===== src/rtl/ufc_pkg.sv =====
// Purpose: shared constants and carriers for the uart flow control block
// Assumes: apb register map with one 32-bit word per register
// Notes:   thresholds are nibbles scaled by four into receive levels
package ufc_pkg;
  localparam int ADDR_W = 8;
  localparam logic [7:0] OFF_FEAT   = 8'h00;
  localparam logic [7:0] OFF_THRESH = 8'h04;
  localparam logic [7:0] OFF_MODEM  = 8'h08;
  localparam logic [7:0] OFF_INTEN  = 8'h0c;
  localparam logic [7:0] OFF_INTID  = 8'h10;
  localparam logic [7:0] OFF_LCR    = 8'h14;
  localparam logic [7:0] OFF_RES1   = 8'h18;
  localparam logic [7:0] OFF_RES2   = 8'h1c;
  localparam logic [7:0] OFF_HALT1  = 8'h20;
  localparam logic [7:0] OFF_HALT2  = 8'h24;
  localparam logic [7:0] OFF_STATUS = 8'h28;
  // field positions
  localparam int FEAT_AUTO_CTS = 7;
  localparam int FEAT_AUTO_RTS = 6;
  localparam int FEAT_SPECIAL  = 5;
  localparam int MODEM_ANY_RES = 5;
  localparam int MODEM_RTS     = 1;
  localparam int INTEN_HALT    = 5;
  // reset values
  localparam logic [7:0] FEAT_RST   = 8'h00;
  localparam logic [7:0] THRESH_RST = 8'h00;
  localparam logic [7:0] MODEM_RST  = 8'h00;
  localparam logic [7:0] INTEN_RST  = 8'h00;
  localparam logic [7:0] LCR_RST    = 8'h03;
  // identification codes
  localparam logic [5:0] INTID_NONE = 6'h01;
  localparam logic [5:0] INTID_HALT = 6'h10;
  // flow character slots
  localparam int CH_RES1  = 0;
  localparam int CH_RES2  = 1;
  localparam int CH_HALT1 = 2;
  localparam int CH_HALT2 = 3;
  localparam int LVL_SHIFT = 2;

  typedef struct packed {
    logic       err;
    logic [7:0] data;
  } ufc_rx_t;

  typedef struct packed {
    logic [1:0] cnt;
    logic [7:0] c0;
    logic [7:0] c1;
  } ufc_seq_t;

  function automatic logic [7:0] ufc_wl_mask(input logic [1:0] wl);
    ufc_wl_mask = 8'hff >> (2'h3 - wl);
  endfunction
endpackage


===== src/rtl/ufc_sync2.sv =====
// Purpose: two flip-flop synchroniser for one pin level
// Assumes: din is asynchronous to clk
// Notes:   first stage feeds only the second stage
`timescale 1ns/10ps
module ufc_sync2 #(
  parameter logic RST_VAL = 1'b1
) (
  // clock and reset
  input  wire logic clk,
  input  wire logic rst_n,
  // level
  input  wire logic din,
  output logic      dout
);
  logic meta;

  always_ff @(posedge clk or negedge rst_n) begin
    if (!rst_n) begin
      meta <= RST_VAL;
      dout <= RST_VAL;
    end else begin
      meta <= din;
      dout <= meta;
    end
  end
endmodule


===== src/rtl/ufc_char_match.sv =====
// Purpose: compare a received character with one flow character
// Assumes: word length code 0..3 means 5..8 bits
// Notes:   upper bits beyond the word length are ignored
`timescale 1ns/10ps
module ufc_char_match
  import ufc_pkg::*;
(
  // operands
  input  wire logic [7:0] rx_char,
  input  wire logic [7:0] flow_char,
  input  wire logic [1:0] wl,
  // result
  output logic            hit
);
  assign hit = ((rx_char ^ flow_char) & ufc_wl_mask(wl)) == 8'h00;
endmodule


===== src/rtl/ufc_flow_ctrl.sv =====
// Purpose: automatic hardware and software flow control for one uart channel
// Assumes: transmitter raises tx_busy the cycle after tx_start; rx_valid after stop bit
// Notes:   hardware and software flow control are never enabled together
// Contract
// two separate feature bits enable auto-cts and auto-rts independently
// with auto-cts, cts is checked low before each new character starts
// cts high before last stop midpoint blocks next character, current completes
// cts returning low lets the transmitter resume its queued characters
// auto-rts stays asserted below halt level, deasserts when level reached
// rts reasserts once receive level falls to the resume level
// remote may send one more character after rts deasserts, then stop
// feature bits 3:2 choose transmitted flow characters: none, one, two, pairs
// feature bits 1:0 choose receive comparison, either or sequential pairs
// with xon-any after a halt, any received character resumes transmission
// special character matching halt_char_two sets flag, stored, no halt
// received halt characters stop transmit after current, set flag, interrupt
// received resume characters restart transmit and clear the flag
// flow characters with parity, framing or break errors are plain data
// halt characters sent once receive level passes the halt level
// after a halt, resume characters sent when level reaches resume level
// selection change after halt sends old resume, then new halt if needed
// flow characters framed like data, only word-length low bits sent
// unmatched first character of a pair is stored as data
// software must not enable software and hardware flow control together
// resume_char_one may count as any-character resume, then two is stored
// without auto-cts, fifo data is sent whatever the cts level
// xoff interrupt reports code 010000, cleared by resume or ident read
// reset clears feature and threshold registers, keeps flow characters
// comparison happens only after the whole received frame
// flow characters go between fifo characters, never mid-character
//
// The register addresses and the APB slave port are this design's own decisions.
`timescale 1ns/10ps
module ufc_flow_ctrl
  import ufc_pkg::*;
(
  // clock and reset
  input  wire logic                  clk,
  input  wire logic                  nrst,
  // apb slave
  input  wire logic [ufc_pkg::ADDR_W-1:0] paddr,
  input  wire logic                  psel,
  input  wire logic                  penable,
  input  wire logic                  pwrite,
  input  wire logic [31:0]           pwdata,
  output logic      [31:0]           prdata,
  output logic                       pready,
  output logic                       pslverr,
  // modem pins
  input  wire logic                  cts_n,
  output logic                       rts_n,
  // transmit fifo and shifter
  input  wire logic                  tx_fifo_valid,
  input  wire logic [7:0]            tx_fifo_data,
  output logic                       tx_pop,
  input  wire logic                  tx_busy,
  output logic                       tx_start,
  output logic      [7:0]            tx_char,
  // receiver and receive_queue
  input  wire logic                  rx_valid,
  input  wire ufc_pkg::ufc_rx_t      rx_in,
  input  wire logic [6:0]            rx_level,
  output logic                       rx_store,
  output ufc_pkg::ufc_rx_t           rx_store_char,
  // interrupt
  output logic                       int_out
);
  import ufc_pkg::*;

  logic [1:0]  rst_q;
  logic        rst_n;
  logic [7:0]  enhanced_feature_reg;
  logic [7:0]  flow_threshold_reg;
  logic [7:0]  modem_ctrl_reg;
  logic [7:0]  int_enable_reg;
  logic [7:0]  line_ctrl;
  logic [7:0]  fchar [0:3];
  logic        wr;
  logic        rd;
  logic        ident_read;
  logic [31:0] next_prdata;
  logic        hit_addr;
  logic        cts_sync;
  logic        cts_ok;
  logic [6:0]  halt_lvl;
  logic [6:0]  resume_lvl;
  logic [7:0]  mask;
  logic [1:0]  tx_sel;
  logic [1:0]  rx_mode;
  logic        can_go;
  ufc_seq_t    q;
  logic        halt_sent;
  logic [1:0]  sent_sel;
  logic [3:0]  m;
  logic        either;
  logic        pair;
  logic        sng_off;
  logic        sng_on;
  logic        pair_off;
  logic        pair_on;
  logic        any_res;
  logic        ok;
  logic        new_pend;
  logic        do_off;
  logic        do_on;
  logic        eat;
  logic        flush;
  logic        pair_pend;
  logic        pair_kind;
  ufc_rx_t     pair_char;
  logic        stash_v;
  ufc_rx_t     stash_c;
  logic        xoff_halt;
  logic        xoff_flag;
  logic        flag_set;
  logic        flag_clr;

  // reset release through two flops
  always_ff @(posedge clk or negedge nrst) begin
    if (!nrst) begin
      rst_q <= 2'h0;
    end else begin
      rst_q <= {rst_q[0], 1'b1};
    end
  end
  assign rst_n = rst_q[1];

  // apb: zero wait states, answer registered in the setup cycle
  assign wr         = psel & penable & pready & pwrite;
  assign rd         = psel & penable & pready & ~pwrite;
  assign ident_read = rd & (paddr == OFF_INTID);

  always_comb begin
    next_prdata = 32'h0;
    hit_addr    = 1'b1;
    case (paddr)
      OFF_FEAT:   next_prdata[7:0] = enhanced_feature_reg;
      OFF_THRESH: next_prdata[7:0] = flow_threshold_reg;
      OFF_MODEM:  next_prdata[7:0] = modem_ctrl_reg;
      OFF_INTEN:  next_prdata[7:0] = int_enable_reg;
      OFF_INTID:  next_prdata[5:0] = xoff_flag ? INTID_HALT : INTID_NONE;
      OFF_LCR:    next_prdata[7:0] = line_ctrl;
      OFF_RES1:   next_prdata[7:0] = fchar[CH_RES1];
      OFF_RES2:   next_prdata[7:0] = fchar[CH_RES2];
      OFF_HALT1:  next_prdata[7:0] = fchar[CH_HALT1];
      OFF_HALT2:  next_prdata[7:0] = fchar[CH_HALT2];
      OFF_STATUS: next_prdata[5:0] = {pair_pend, halt_sent, xoff_halt, xoff_flag,
                                      ~cts_sync, ~rts_n};
      default:    hit_addr = 1'b0;
    endcase
  end

  always_ff @(posedge clk or negedge rst_n) begin
    if (!rst_n) begin
      pready  <= 1'b0;
      prdata  <= 32'h0;
      pslverr <= 1'b0;
    end else begin
      pready  <= psel & ~penable & ~pready;
      pslverr <= psel & ~penable & ~pready & ~hit_addr;
      if (psel & ~penable) begin
        prdata <= pwrite ? 32'h0 : next_prdata;
      end
    end
  end

  // control registers cleared by reset, except line control, which resets to 8'h03
  always_ff @(posedge clk or negedge rst_n) begin
    if (!rst_n) begin
      enhanced_feature_reg <= FEAT_RST;
      flow_threshold_reg   <= THRESH_RST;
      modem_ctrl_reg       <= MODEM_RST;
      int_enable_reg       <= INTEN_RST;
      line_ctrl            <= LCR_RST;
    end else if (wr) begin
      case (paddr)
        OFF_FEAT:   enhanced_feature_reg <= pwdata[7:0];
        OFF_THRESH: flow_threshold_reg   <= pwdata[7:0];
        OFF_MODEM:  modem_ctrl_reg       <= pwdata[7:0];
        OFF_INTEN:  int_enable_reg       <= pwdata[7:0];
        OFF_LCR:    line_ctrl            <= pwdata[7:0];
        default: ;
      endcase
    end
  end

  // flow characters survive reset, so no reset branch
  always_ff @(posedge clk) begin
    if (wr) begin
      case (paddr)
        OFF_RES1:  fchar[CH_RES1]  <= pwdata[7:0];
        OFF_RES2:  fchar[CH_RES2]  <= pwdata[7:0];
        OFF_HALT1: fchar[CH_HALT1] <= pwdata[7:0];
        OFF_HALT2: fchar[CH_HALT2] <= pwdata[7:0];
        default: ;
      endcase
    end
  end

  // decode
  assign tx_sel     = enhanced_feature_reg[3:2];
  assign rx_mode    = enhanced_feature_reg[1:0];
  assign halt_lvl   = {1'b0, flow_threshold_reg[3:0], 2'h0};
  assign resume_lvl = {1'b0, flow_threshold_reg[7:4], 2'h0};
  assign mask       = ufc_wl_mask(line_ctrl[1:0]);

  ufc_sync2 #(
    .RST_VAL (1'b1)
  ) u_cts_sync (
    .clk   (clk),
    .rst_n (rst_n),
    .din   (cts_n),
    .dout  (cts_sync)
  );

  // cts only matters at the moment a new character would start
  assign cts_ok = ~enhanced_feature_reg[FEAT_AUTO_CTS] | ~cts_sync;
  assign can_go = ~tx_busy & ~tx_start;

  // auto-rts hysteresis between halt and resume levels
  always_ff @(posedge clk or negedge rst_n) begin
    if (!rst_n) begin
      rts_n <= 1'b1;
    end else if (!enhanced_feature_reg[FEAT_AUTO_RTS]) begin
      rts_n <= ~modem_ctrl_reg[MODEM_RTS];
    end else if (rx_level >= halt_lvl) begin
      rts_n <= 1'b1;
    end else if (rx_level <= resume_lvl) begin
      rts_n <= 1'b0;
    end
  end

  function automatic ufc_seq_t make_seq(input logic [1:0] sel, input logic [7:0] a,
                                        input logic [7:0] b);
    make_seq.c0  = sel[1] ? a : b;
    make_seq.c1  = b;
    make_seq.cnt = (sel == 2'h3) ? 2'h2 : 2'h1;
  endfunction

  // software flow transmit sequencer
  always_ff @(posedge clk or negedge rst_n) begin
    if (!rst_n) begin
      q         <= '0;
      halt_sent <= 1'b0;
      sent_sel  <= 2'h0;
    end else if (q.cnt != 2'h0) begin
      if (can_go) begin
        q.c0  <= q.c1;
        q.cnt <= q.cnt - 2'h1;
      end
    end else if (halt_sent && (rx_level <= resume_lvl || tx_sel != sent_sel)) begin
      q         <= make_seq(sent_sel, fchar[CH_RES1], fchar[CH_RES2]);
      halt_sent <= 1'b0;
    end else if (!halt_sent && tx_sel != 2'h0 && rx_level >= halt_lvl) begin
      q         <= make_seq(tx_sel, fchar[CH_HALT1], fchar[CH_HALT2]);
      halt_sent <= 1'b1;
      sent_sel  <= tx_sel;
    end
  end

  // transmit launch; flow characters win between fifo characters
  always_ff @(posedge clk or negedge rst_n) begin
    if (!rst_n) begin
      tx_start <= 1'b0;
      tx_pop   <= 1'b0;
      tx_char  <= 8'h00;
    end else begin
      tx_start <= 1'b0;
      tx_pop   <= 1'b0;
      if (can_go) begin
        if (q.cnt != 2'h0) begin
          tx_start <= 1'b1;
          tx_char  <= q.c0 & mask;
        end else if (tx_fifo_valid && cts_ok && !xoff_halt) begin
          tx_start <= 1'b1;
          tx_pop   <= 1'b1;
          tx_char  <= tx_fifo_data & mask;
        end
      end
    end
  end

  // receive comparison
  for (genvar i = 0; i < 4; i++) begin : g_match
    ufc_char_match u_match (
      .rx_char   (rx_in.data),
      .flow_char (fchar[i]),
      .wl        (line_ctrl[1:0]),
      .hit       (m[i])
    );
  end

  always_comb begin
    either   = (rx_mode == 2'h3) & (tx_sel == 2'h1 || tx_sel == 2'h2);
    pair     = (rx_mode == 2'h3) & (tx_sel == 2'h0 || tx_sel == 2'h3);
    ok       = rx_valid & ~rx_in.err;
    any_res  = ok & modem_ctrl_reg[MODEM_ANY_RES] & xoff_halt;
    sng_off  = ((rx_mode == 2'h2) & m[CH_HALT1]) | ((rx_mode == 2'h1) & m[CH_HALT2])
             | (either & (m[CH_HALT1] | m[CH_HALT2]));
    sng_on   = ((rx_mode == 2'h2) & m[CH_RES1]) | ((rx_mode == 2'h1) & m[CH_RES2])
             | (either & (m[CH_RES1] | m[CH_RES2]));
    pair_off = pair & pair_pend & ~pair_kind & m[CH_HALT2];
    pair_on  = pair & pair_pend & pair_kind & m[CH_RES2];
    new_pend = ok & pair & ~any_res & ~pair_off & ~pair_on & (m[CH_HALT1] | m[CH_RES1]);
    do_off   = ok & ~any_res & (sng_off | pair_off);
    do_on    = ok & (any_res | sng_on | pair_on);
    // first resume char taken by any-resume leaves a following second one as data
    eat      = ok & (sng_off | sng_on | pair_off | pair_on | new_pend
             | (any_res & (m[CH_RES1] | m[CH_RES2])));
    flush    = rx_valid & pair_pend & ~pair_off & ~pair_on;
    flag_set = do_off | (ok & enhanced_feature_reg[FEAT_SPECIAL] & m[CH_HALT2]);
    flag_clr = do_on | ident_read;
  end

  // receive path into receive_queue; a flushed pair head delays one character
  always_ff @(posedge clk or negedge rst_n) begin
    if (!rst_n) begin
      rx_store      <= 1'b0;
      rx_store_char <= '0;
      stash_v       <= 1'b0;
      stash_c       <= '0;
      pair_pend     <= 1'b0;
      pair_kind     <= 1'b0;
      pair_char     <= '0;
    end else begin
      rx_store <= 1'b0;
      if (stash_v) begin
        rx_store      <= 1'b1;
        rx_store_char <= stash_c;
        stash_v       <= 1'b0;
      end
      if (rx_valid) begin
        pair_pend <= new_pend;
        pair_kind <= ~m[CH_HALT1] & m[CH_RES1];
        pair_char <= rx_in;
        if (flush) begin
          rx_store      <= 1'b1;
          rx_store_char <= pair_char;
          stash_v       <= ~eat;
          stash_c       <= rx_in;
        end else if (!eat) begin
          rx_store      <= 1'b1;
          rx_store_char <= rx_in;
        end
      end
    end
  end

  // halt state and xoff flag; a set in the clear cycle wins
  always_ff @(posedge clk or negedge rst_n) begin
    if (!rst_n) begin
      xoff_halt <= 1'b0;
      xoff_flag <= 1'b0;
      int_out   <= 1'b0;
    end else begin
      if (rx_mode == 2'h0) begin
        xoff_halt <= 1'b0;
      end else if (do_off) begin
        xoff_halt <= 1'b1;
      end else if (do_on) begin
        xoff_halt <= 1'b0;
      end
      if (flag_set) begin
        xoff_flag <= 1'b1;
      end else if (flag_clr) begin
        xoff_flag <= 1'b0;
      end
      int_out <= xoff_flag & int_enable_reg[INTEN_HALT];
    end
  end
endmodule


===== config.mk =====
export PLATFORM = sky130hd
export DESIGN_NAME = ufc_flow_ctrl
export DESIGN_NICKNAME = d
export VERILOG_FILES = /design/src/rtl/ufc_pkg.sv /design/src/rtl/ufc_sync2.sv /design/src/rtl/ufc_char_match.sv /design/src/rtl/ufc_flow_ctrl.sv
export SDC_FILE = /design/constraint.sdc
export NUM_CORES = 1
export LEC_CHECK = 0
export BUFFER_PORTS_ARGS = -buffer_cell sky130_fd_sc_hd__buf_2
export CORE_ASPECT_RATIO = 0.8
export CORE_MARGIN = 4
export CORE_UTILIZATION = 57
export DETAILED_ROUTE_END_ITERATION = 10
export PLACE_DENSITY_LB_ADDON = 0.05
export SLEW_MARGIN = 20
export SYNTH_ARGS = -nofsm -noshare
export SYNTH_HDL_FRONTEND = slang
export SYNTH_SLANG_ARGS = --single-unit

===== constraint.sdc =====
create_clock -name clk -period 5.13 [get_ports clk]
set_clock_uncertainty 0.1 [all_clocks]
set_input_delay 0.513 -clock clk [delete_from_list [all_inputs] [get_ports clk]]
set_output_delay 0.513 -clock clk [all_outputs]
set_load 0.01 [all_outputs]

# After elaboration in Yosys (flattened, before gate mapping)
# Memories as Yosys holds them, arrays and structs flattened.
# Cells that the tools add are included.
classes:
  n_reduce_logical: 38
  shift: 1
  n_addsub: 2
  n_eq_ne: 20
  muxes: 61
  magnitude_cmp: 2
  bitwise_logic: 89
op_table:
  columns: ["operator", "n"]
  rows:
  - ["case mux 6 bit (11 select lines)", 1]
  - ["2-to-1 mux 8 bit", 8]
  - ["AND 8 bit", 6]
  - ["AND 1 bit", 42]
  - ["zero test 8 bit", 5]
  - ["2-to-1 mux 1 bit", 37]
  - ["2-to-1 mux 18 bit", 2]
  - ["2-to-1 mux 9 bit", 4]
  - ["equality test 8 x 5 -> 1 bit (second input constant)", 4]
  - ["XOR 8 bit", 4]
  - ["equality test 8 x 6 -> 1 bit (second input constant)", 3]
  - ["OR reduction 8 bit", 3]
  - ["2-to-1 mux 10 bit", 2]
  - ["inverter 1 bit", 19]
  - ["bitwise OR 1 bit", 18]
  - ["case mux 2 bit (9 select lines)", 1]
  - ["AND reduction 2 bit", 9]
  - ["equality test 8 x 4 -> 1 bit (second input constant)", 2]
  - ["OR reduction 11 bit", 1]
  - ["equality test 2 bit (second input constant)", 5]
  - ["2-to-1 mux 2 bit", 5]
  - ["nonzero test 2 bit", 5]
  - ["equality test 8 x 3 -> 1 bit (second input constant)", 1]
  - [">> shifter 8 x 2 -> 8 bit (first input constant)", 1]
  - ["other kinds (15)", 25]
totals:
  out_inout_bits: 56
  ram_bits: 32
  elab_cells: 247
  inputBits: 73
  n_memories: 1
  register_bits: 144
memory_table:
  columns: ["memory", "words", "word_bits", "rd", "rd_ports_with_merged_regs", "write_ports", "line_no", "source"]
  rows:
  - ["fchar", 4, 8, 4, 0, 1, "ufc_flow_ctrl.sv:77", "logic [7:0] fchar [0:3];"]

# Logic depth before layout (Yosys ltp)
logic_depth:
  word_depth: 16
  depth_mapped: 11
  mapped_depth_nobuf: 9

# By module
# A second synthesis with hierarchy kept.
hier_totals:
  hier_cells: 746
  area_unflattened_um2: 8072.7
modules_own_cells:
  columns: ["module", "area_per_inst_um2", "seq_area_each_um2", "instances", "cells_each"]
  rows:
  - ["ufc_flow_ctrl", 7624.8, 3917.5, 1, 696]
  - ["ufc_char_match", 98.8, 0.0, 4, 12]
  - ["ufc_sync2", 52.6, 52.6, 1, 2]

# Worst setup path after synthesis
# OpenSTA, ideal clock, no wires.
synth_path:
  kind: "reg-to-reg"
  from: "reg enhanced_feature_reg[3]"
  to: "reg rx_store"
  n_path_buf: 2
  path_stages_with_launch: 12
  arrival_time_ns: 2.546
  slack_ns: 2.357
  setup_time_ns: 0.127
  period_less_slack_ns: 2.773
  required_ns: 4.903
  path_cell_list: "dfrtp_1 buf_1 inv_1 ha_1 nor2b_1 and4_1 and4_1 o221ai_1 nand3_1 a21boi_0 buf_2 or2_2"
synth_between:
  elab_chain_cells: 16
  word_cells_on_any_way: 35
  classes_between: "3 x eq/ne; 3 x mux; 26 x bitwise; 3 x reduce/logical"
synth_lines:
  columns: ["element", "line_no", "source"]
  rows:
  - ["start, declared", "ufc_flow_ctrl.sv:72", "logic [7:0] enhanced_feature_reg;"]
  - ["start signal, assigned", "ufc_flow_ctrl.sv:177", "OFF_FEAT: enhanced_feature_reg <= pwdata[7:0];"]
  - ["equality test 2 bit / zero test 2 bit (equally long branches)", "ufc_flow_ctrl.sv:295", "pair = (rx_mode == 2'h3) & (tx_sel == 2'h0 || tx_sel == 2'h3);"]
  - ["logical OR 1 bit", "ufc_flow_ctrl.sv:295", null]
  - ["AND 1 bit", "ufc_flow_ctrl.sv:295", null]
  - ["AND 1 bit", "ufc_flow_ctrl.sv:302, ufc_flow_ctrl.sv:303", null]
  - ["AND 1 bit (2 in a row)", "ufc_flow_ctrl.sv:302", "pair_off = pair & pair_pend & ~pair_kind & m[CH_HALT2];"]
  - ["inverter 1 bit", "ufc_flow_ctrl.sv:304, ufc_flow_ctrl.sv:310", null]
  - ["AND 1 bit (3 in a row)", "ufc_flow_ctrl.sv:304", "new_pend = ok & pair & ~any_res & ~pair_off & ~pair_on & (m[CH_HALT1] | m[CH_RES1]);"]
  - ["bitwise OR 1 bit", "ufc_flow_ctrl.sv:308", "eat = ok & (sng_off | sng_on | pair_off | pair_on | new_pend"]
  - ["bitwise OR 1 bit", "ufc_flow_ctrl.sv:309", "| (any_res & (m[CH_RES1] | m[CH_RES2])));"]
  - ["AND 1 bit", "ufc_flow_ctrl.sv:308", null]
  - ["2-to-1 mux 1 bit", "ufc_flow_ctrl.sv:341", "end else if (!eat) begin"]
  - ["2-to-1 mux 1 bit *", "ufc_flow_ctrl.sv:336", "if (flush) begin"]
  - ["2-to-1 mux 1 bit *", "ufc_flow_ctrl.sv:332", "if (rx_valid) begin"]
  - ["end signal, assigned", "ufc_flow_ctrl.sv:318", "rx_store <= 1'b0;"]
  - ["end signal, assigned", "ufc_flow_ctrl.sv:337", "rx_store <= 1'b1;"]
  - ["end signal, assigned", "ufc_flow_ctrl.sv:342", "rx_store <= 1'b1;"]
  - ["end, declared", "ufc_flow_ctrl.sv:63", "output logic rx_store,"]
# Every way passes the cells marked *; elsewhere a longest branch is shown, timed or not.
# A chain may end at the register's enable or synchronous reset.

# Worst setup path after layout
layout_path:
  from: "reg enhanced_feature_reg[3]"
  to: "reg stash_c[3] in the netlist's numbering"
layout_between:
  elab_chain_cells: 10
  word_cells_on_any_way: 14
  classes_between: "1 x eq/ne; 10 x bitwise; 3 x reduce/logical"
layout_lines:
  columns: ["element", "line_no", "source"]
  rows:
  - ["equality test 2 bit / zero test 2 bit (equally long branches)", "ufc_flow_ctrl.sv:295", null]
  - ["logical OR 1 bit *", "ufc_flow_ctrl.sv:295", null]
  - ["AND 1 bit *", "ufc_flow_ctrl.sv:295", null]
  - ["AND 1 bit *", "ufc_flow_ctrl.sv:302, ufc_flow_ctrl.sv:303", null]
  - ["AND 1 bit (2 in a row)", "ufc_flow_ctrl.sv:302", null]
  - ["inverter 1 bit", "ufc_flow_ctrl.sv:310", "flush = rx_valid & pair_pend & ~pair_off & ~pair_on;"]
  - ["AND 1 bit", "ufc_flow_ctrl.sv:310", null]
  - ["AND 1 bit *", "ufc_flow_ctrl.sv:310", null]
  - ["AND reduction 2 bit (no source line) *", null, null]
  - ["end signal, assigned", "ufc_flow_ctrl.sv:340", "stash_c <= rx_in;"]
  - ["end, declared", "ufc_flow_ctrl.sv:112", "ufc_rx_t stash_c;"]
# Marks and branches as above.

==> metrics.csv <==
metric,value,unit
status,completed,
ios,129,
rsz0062_at_grt,no,
synth.cell_area,7950,µm²
root_buffer,clkbuf_16,
grt_use_total,28.2,%
wl_per_cell,22.3,µm
regMostFlops,fchar,
vias_per_cell,6.16,
arrival,3540,ps
insertion_delay,440,ps
fin_crit_sh,64.7,%
synth_cells,723,
fp.dieW,140,µm
maxCapViolations,0,
drtIter0Drc,745,
fmax,301,MHz
cts_buffers,17,
wirelength,22.0,mm
cts_tree,done,
crit_type,flop to flop,
finalNonFillerCells,986,
dr.pass1.iters,6,
grt_max_degree,66,
synth.most_common_cell,dfrtp_1,
diodes,0,
tightest_slew,925,ps
maxSlewHeadroom,38.0,%
reg2reg_from,enhanced_feature_reg[3]$_DFFE_PN0P_,
slew_violations,0,
power_density,352,nW/µm²
fin_nets,876,
area_delta_synth_final,13.3,%
ctsResizeCount,0,
multiInputGateArea,3660,µm²
htreeDepth,4,
core,13600,µm²
clk_pin_slew,70,ps
grt_pass1_wl,34.0,mm
remaining_drc_errors,0,
fillers,1090,
hold_start,cts_n,
clk_path_buf_depth,2,
reg_top3,"fchar x32, q x18",
cp-end-kind,flop,
hold_class,input pin to flop,
fin_tns_setup,0,ps
synth_top_area_share,36.2,%
crit_required,5350,ps
placed_cells,953,
synth_top_area_cell,dfrtp_1,
antenna_found_initial,0,
grt_pass1_vias,5818,
hold_viol_final,0,
yosys_warnings,0,
drive_gt1_share,25.4,%
cp_max_fo,14,
final-setup-viol-count,0,
startpoint,enhanced_feature_reg[3]$_DFFE_PN0P_,
min_period,3320,ps
overflow,0,
io_buffer_count,80,
rows,38,
synth_area_leaders,"dfrtp_1 36%, edfxtp_1 12%, mux2_2 8.9%",
cts_setup_buffers,0,
synthFlopType,dfrtp_1,
critPathLaunchType,flop,
vias,6076,
ys_types,59,
ys_top_cells_by_count,"115 x dfrtp_1, 74 x nand2_1, 63 x mux2_2",
largest_register_ffs,32,
avgSynthCellArea,11.0,µm²
numClockSinks,152,
synth_edf_count,32,
detailed_place_hpwl,16.3,mm
die_area,15900,µm²
ir_drop,0.000256,V
start_util,58.5,%
chipHeight,114,µm
ys_async_sr_fraction,78.9,%
ant_nets,0,
yosysSeqAreaShare,49.9,%
seq_area,3970,µm²
ys_seq_elements,152,
finalWeightedCongestion,0.922,
power.leakage,0.00402,µW
-- power by group --
part / internal (µW) / switching (µW) / leakage, µW
Sequential: 1350 / 83.7 / 0.00181
Combinational: 191 / 282 / 0.00191
Clock: 660 / 597 / 0.000296
Total: 2210 / 963 / 0.00402
-- final cells by class --
| cell class | count | area share, % |
|---|---|---|
| flip-flops and latches | 152 | 44.1 |
| multi-input cells | 513 | 40.6 |
| repair buffers | 92 | 5.47 |
| clock buffers | 17 | 4.72 |
| well taps | 180 | 2.50 |
| clock inverters | 15 | 1.90 |
| inverters | 17 | 0.708 |
-- worst max-delay path: stages, from the launching register on --
cell and delay (ps):
dfrtp_1 790, inv_1 110, ha_1 380, nor2b_1 300, nand4_1 160, o221a_1 490
nand2_1 480, mux2_2 390
-- path summary, 6_finish.rpt --
kind,to,slack (ps),depth (start not counted)
max,stash_c[3]$_DFFE_PN0P_,1810,7
min in group asynchronous,pair_char[0]$_DFFE_PN0P_,270,0
max in group asynchronous,stash_c[6]$_DFFE_PN0P_,3380,1
min reg2reg,u_cts_sync.dout$_DFF_PN1_,260,0
max reg2reg,stash_c[3]$_DFFE_PN0P_,1810,7
min,u_cts_sync.meta$_DFF_PN1_,80,1
-- routing by layer --
layer	vias up	GRT usage [%]	routed length (µm)
met4	0	6.26	290
met3	28	8.80	2330
met2	319	39.3	9290
met1	2998	43.2	10100
li1	2731	-	-
met5	-	0	0
-- placed cells by master (no fill, tap or decap), drive strengths merged, types with 12 or more instances in the layout --
cell type	count
buf	91
dfrtp	115
mux2	64
a21oi	17
nor3	18
nand3	12
nor2	24
xor2	34
nand2	74
a22oi	23
edfxtp	32
o21ai	57
mux2i	52
conb	25
clkbuf	17
inv	28
-- timing repair --
item | in CTS | in global routing
endpoints found under the setup margin | 0 | 0
endpoints found under the hold margin | 2 | 0
hold buffers | 1 | 0
-- metrics by stage --
| stage | power, µW | hold WS [ps] | util [%] | setup WS (ps) | instance area [µm²] |
|---|---|---|---|---|---|
| 4_1_cts | 3180 | 67.5 | 66.3 | 1820 | 9010 |
| 6_report | 3170 | 81.3 | 66.3 | 1810 | 9010 |
| 3_5_place_dp | 1930 | 201 | 61.8 | 1800 | 8400 |
| 5_1_grt | 3320 | 59.7 | 66.3 | 1600 | 9010 |
| 3_3_place_gp | 1910 | 197 | 61.8 | 1910 | 8400 |
| 2_1_floorplan | 1780 | 117 | - | 1450 | 8040 |
-- cell families (layout without fill, tap and decap cells) --
| group | count (synthesis) | in the layout | share of synthesized area (%) |
|---|---|---|---|
| AOI/OAI and AO/OA | 162 | 162 | 13.6 |
| muxes | 116 | 116 | 15.7 |
| and+or+nand+nor | 166 | 166 | 10.1 |
| DFF | 152 | 152 | 49.9 |
| xor gates and xnor gates | 34 | 34 | 3.74 |
| adders and majority gates | 10 | 10 | 1.57 |
| other | 2 | 25 | 0.0944 |
| buffers and inverters | 81 | 141 | 5.33 |
No activity file was read; power rests on OpenSTA's default activity.
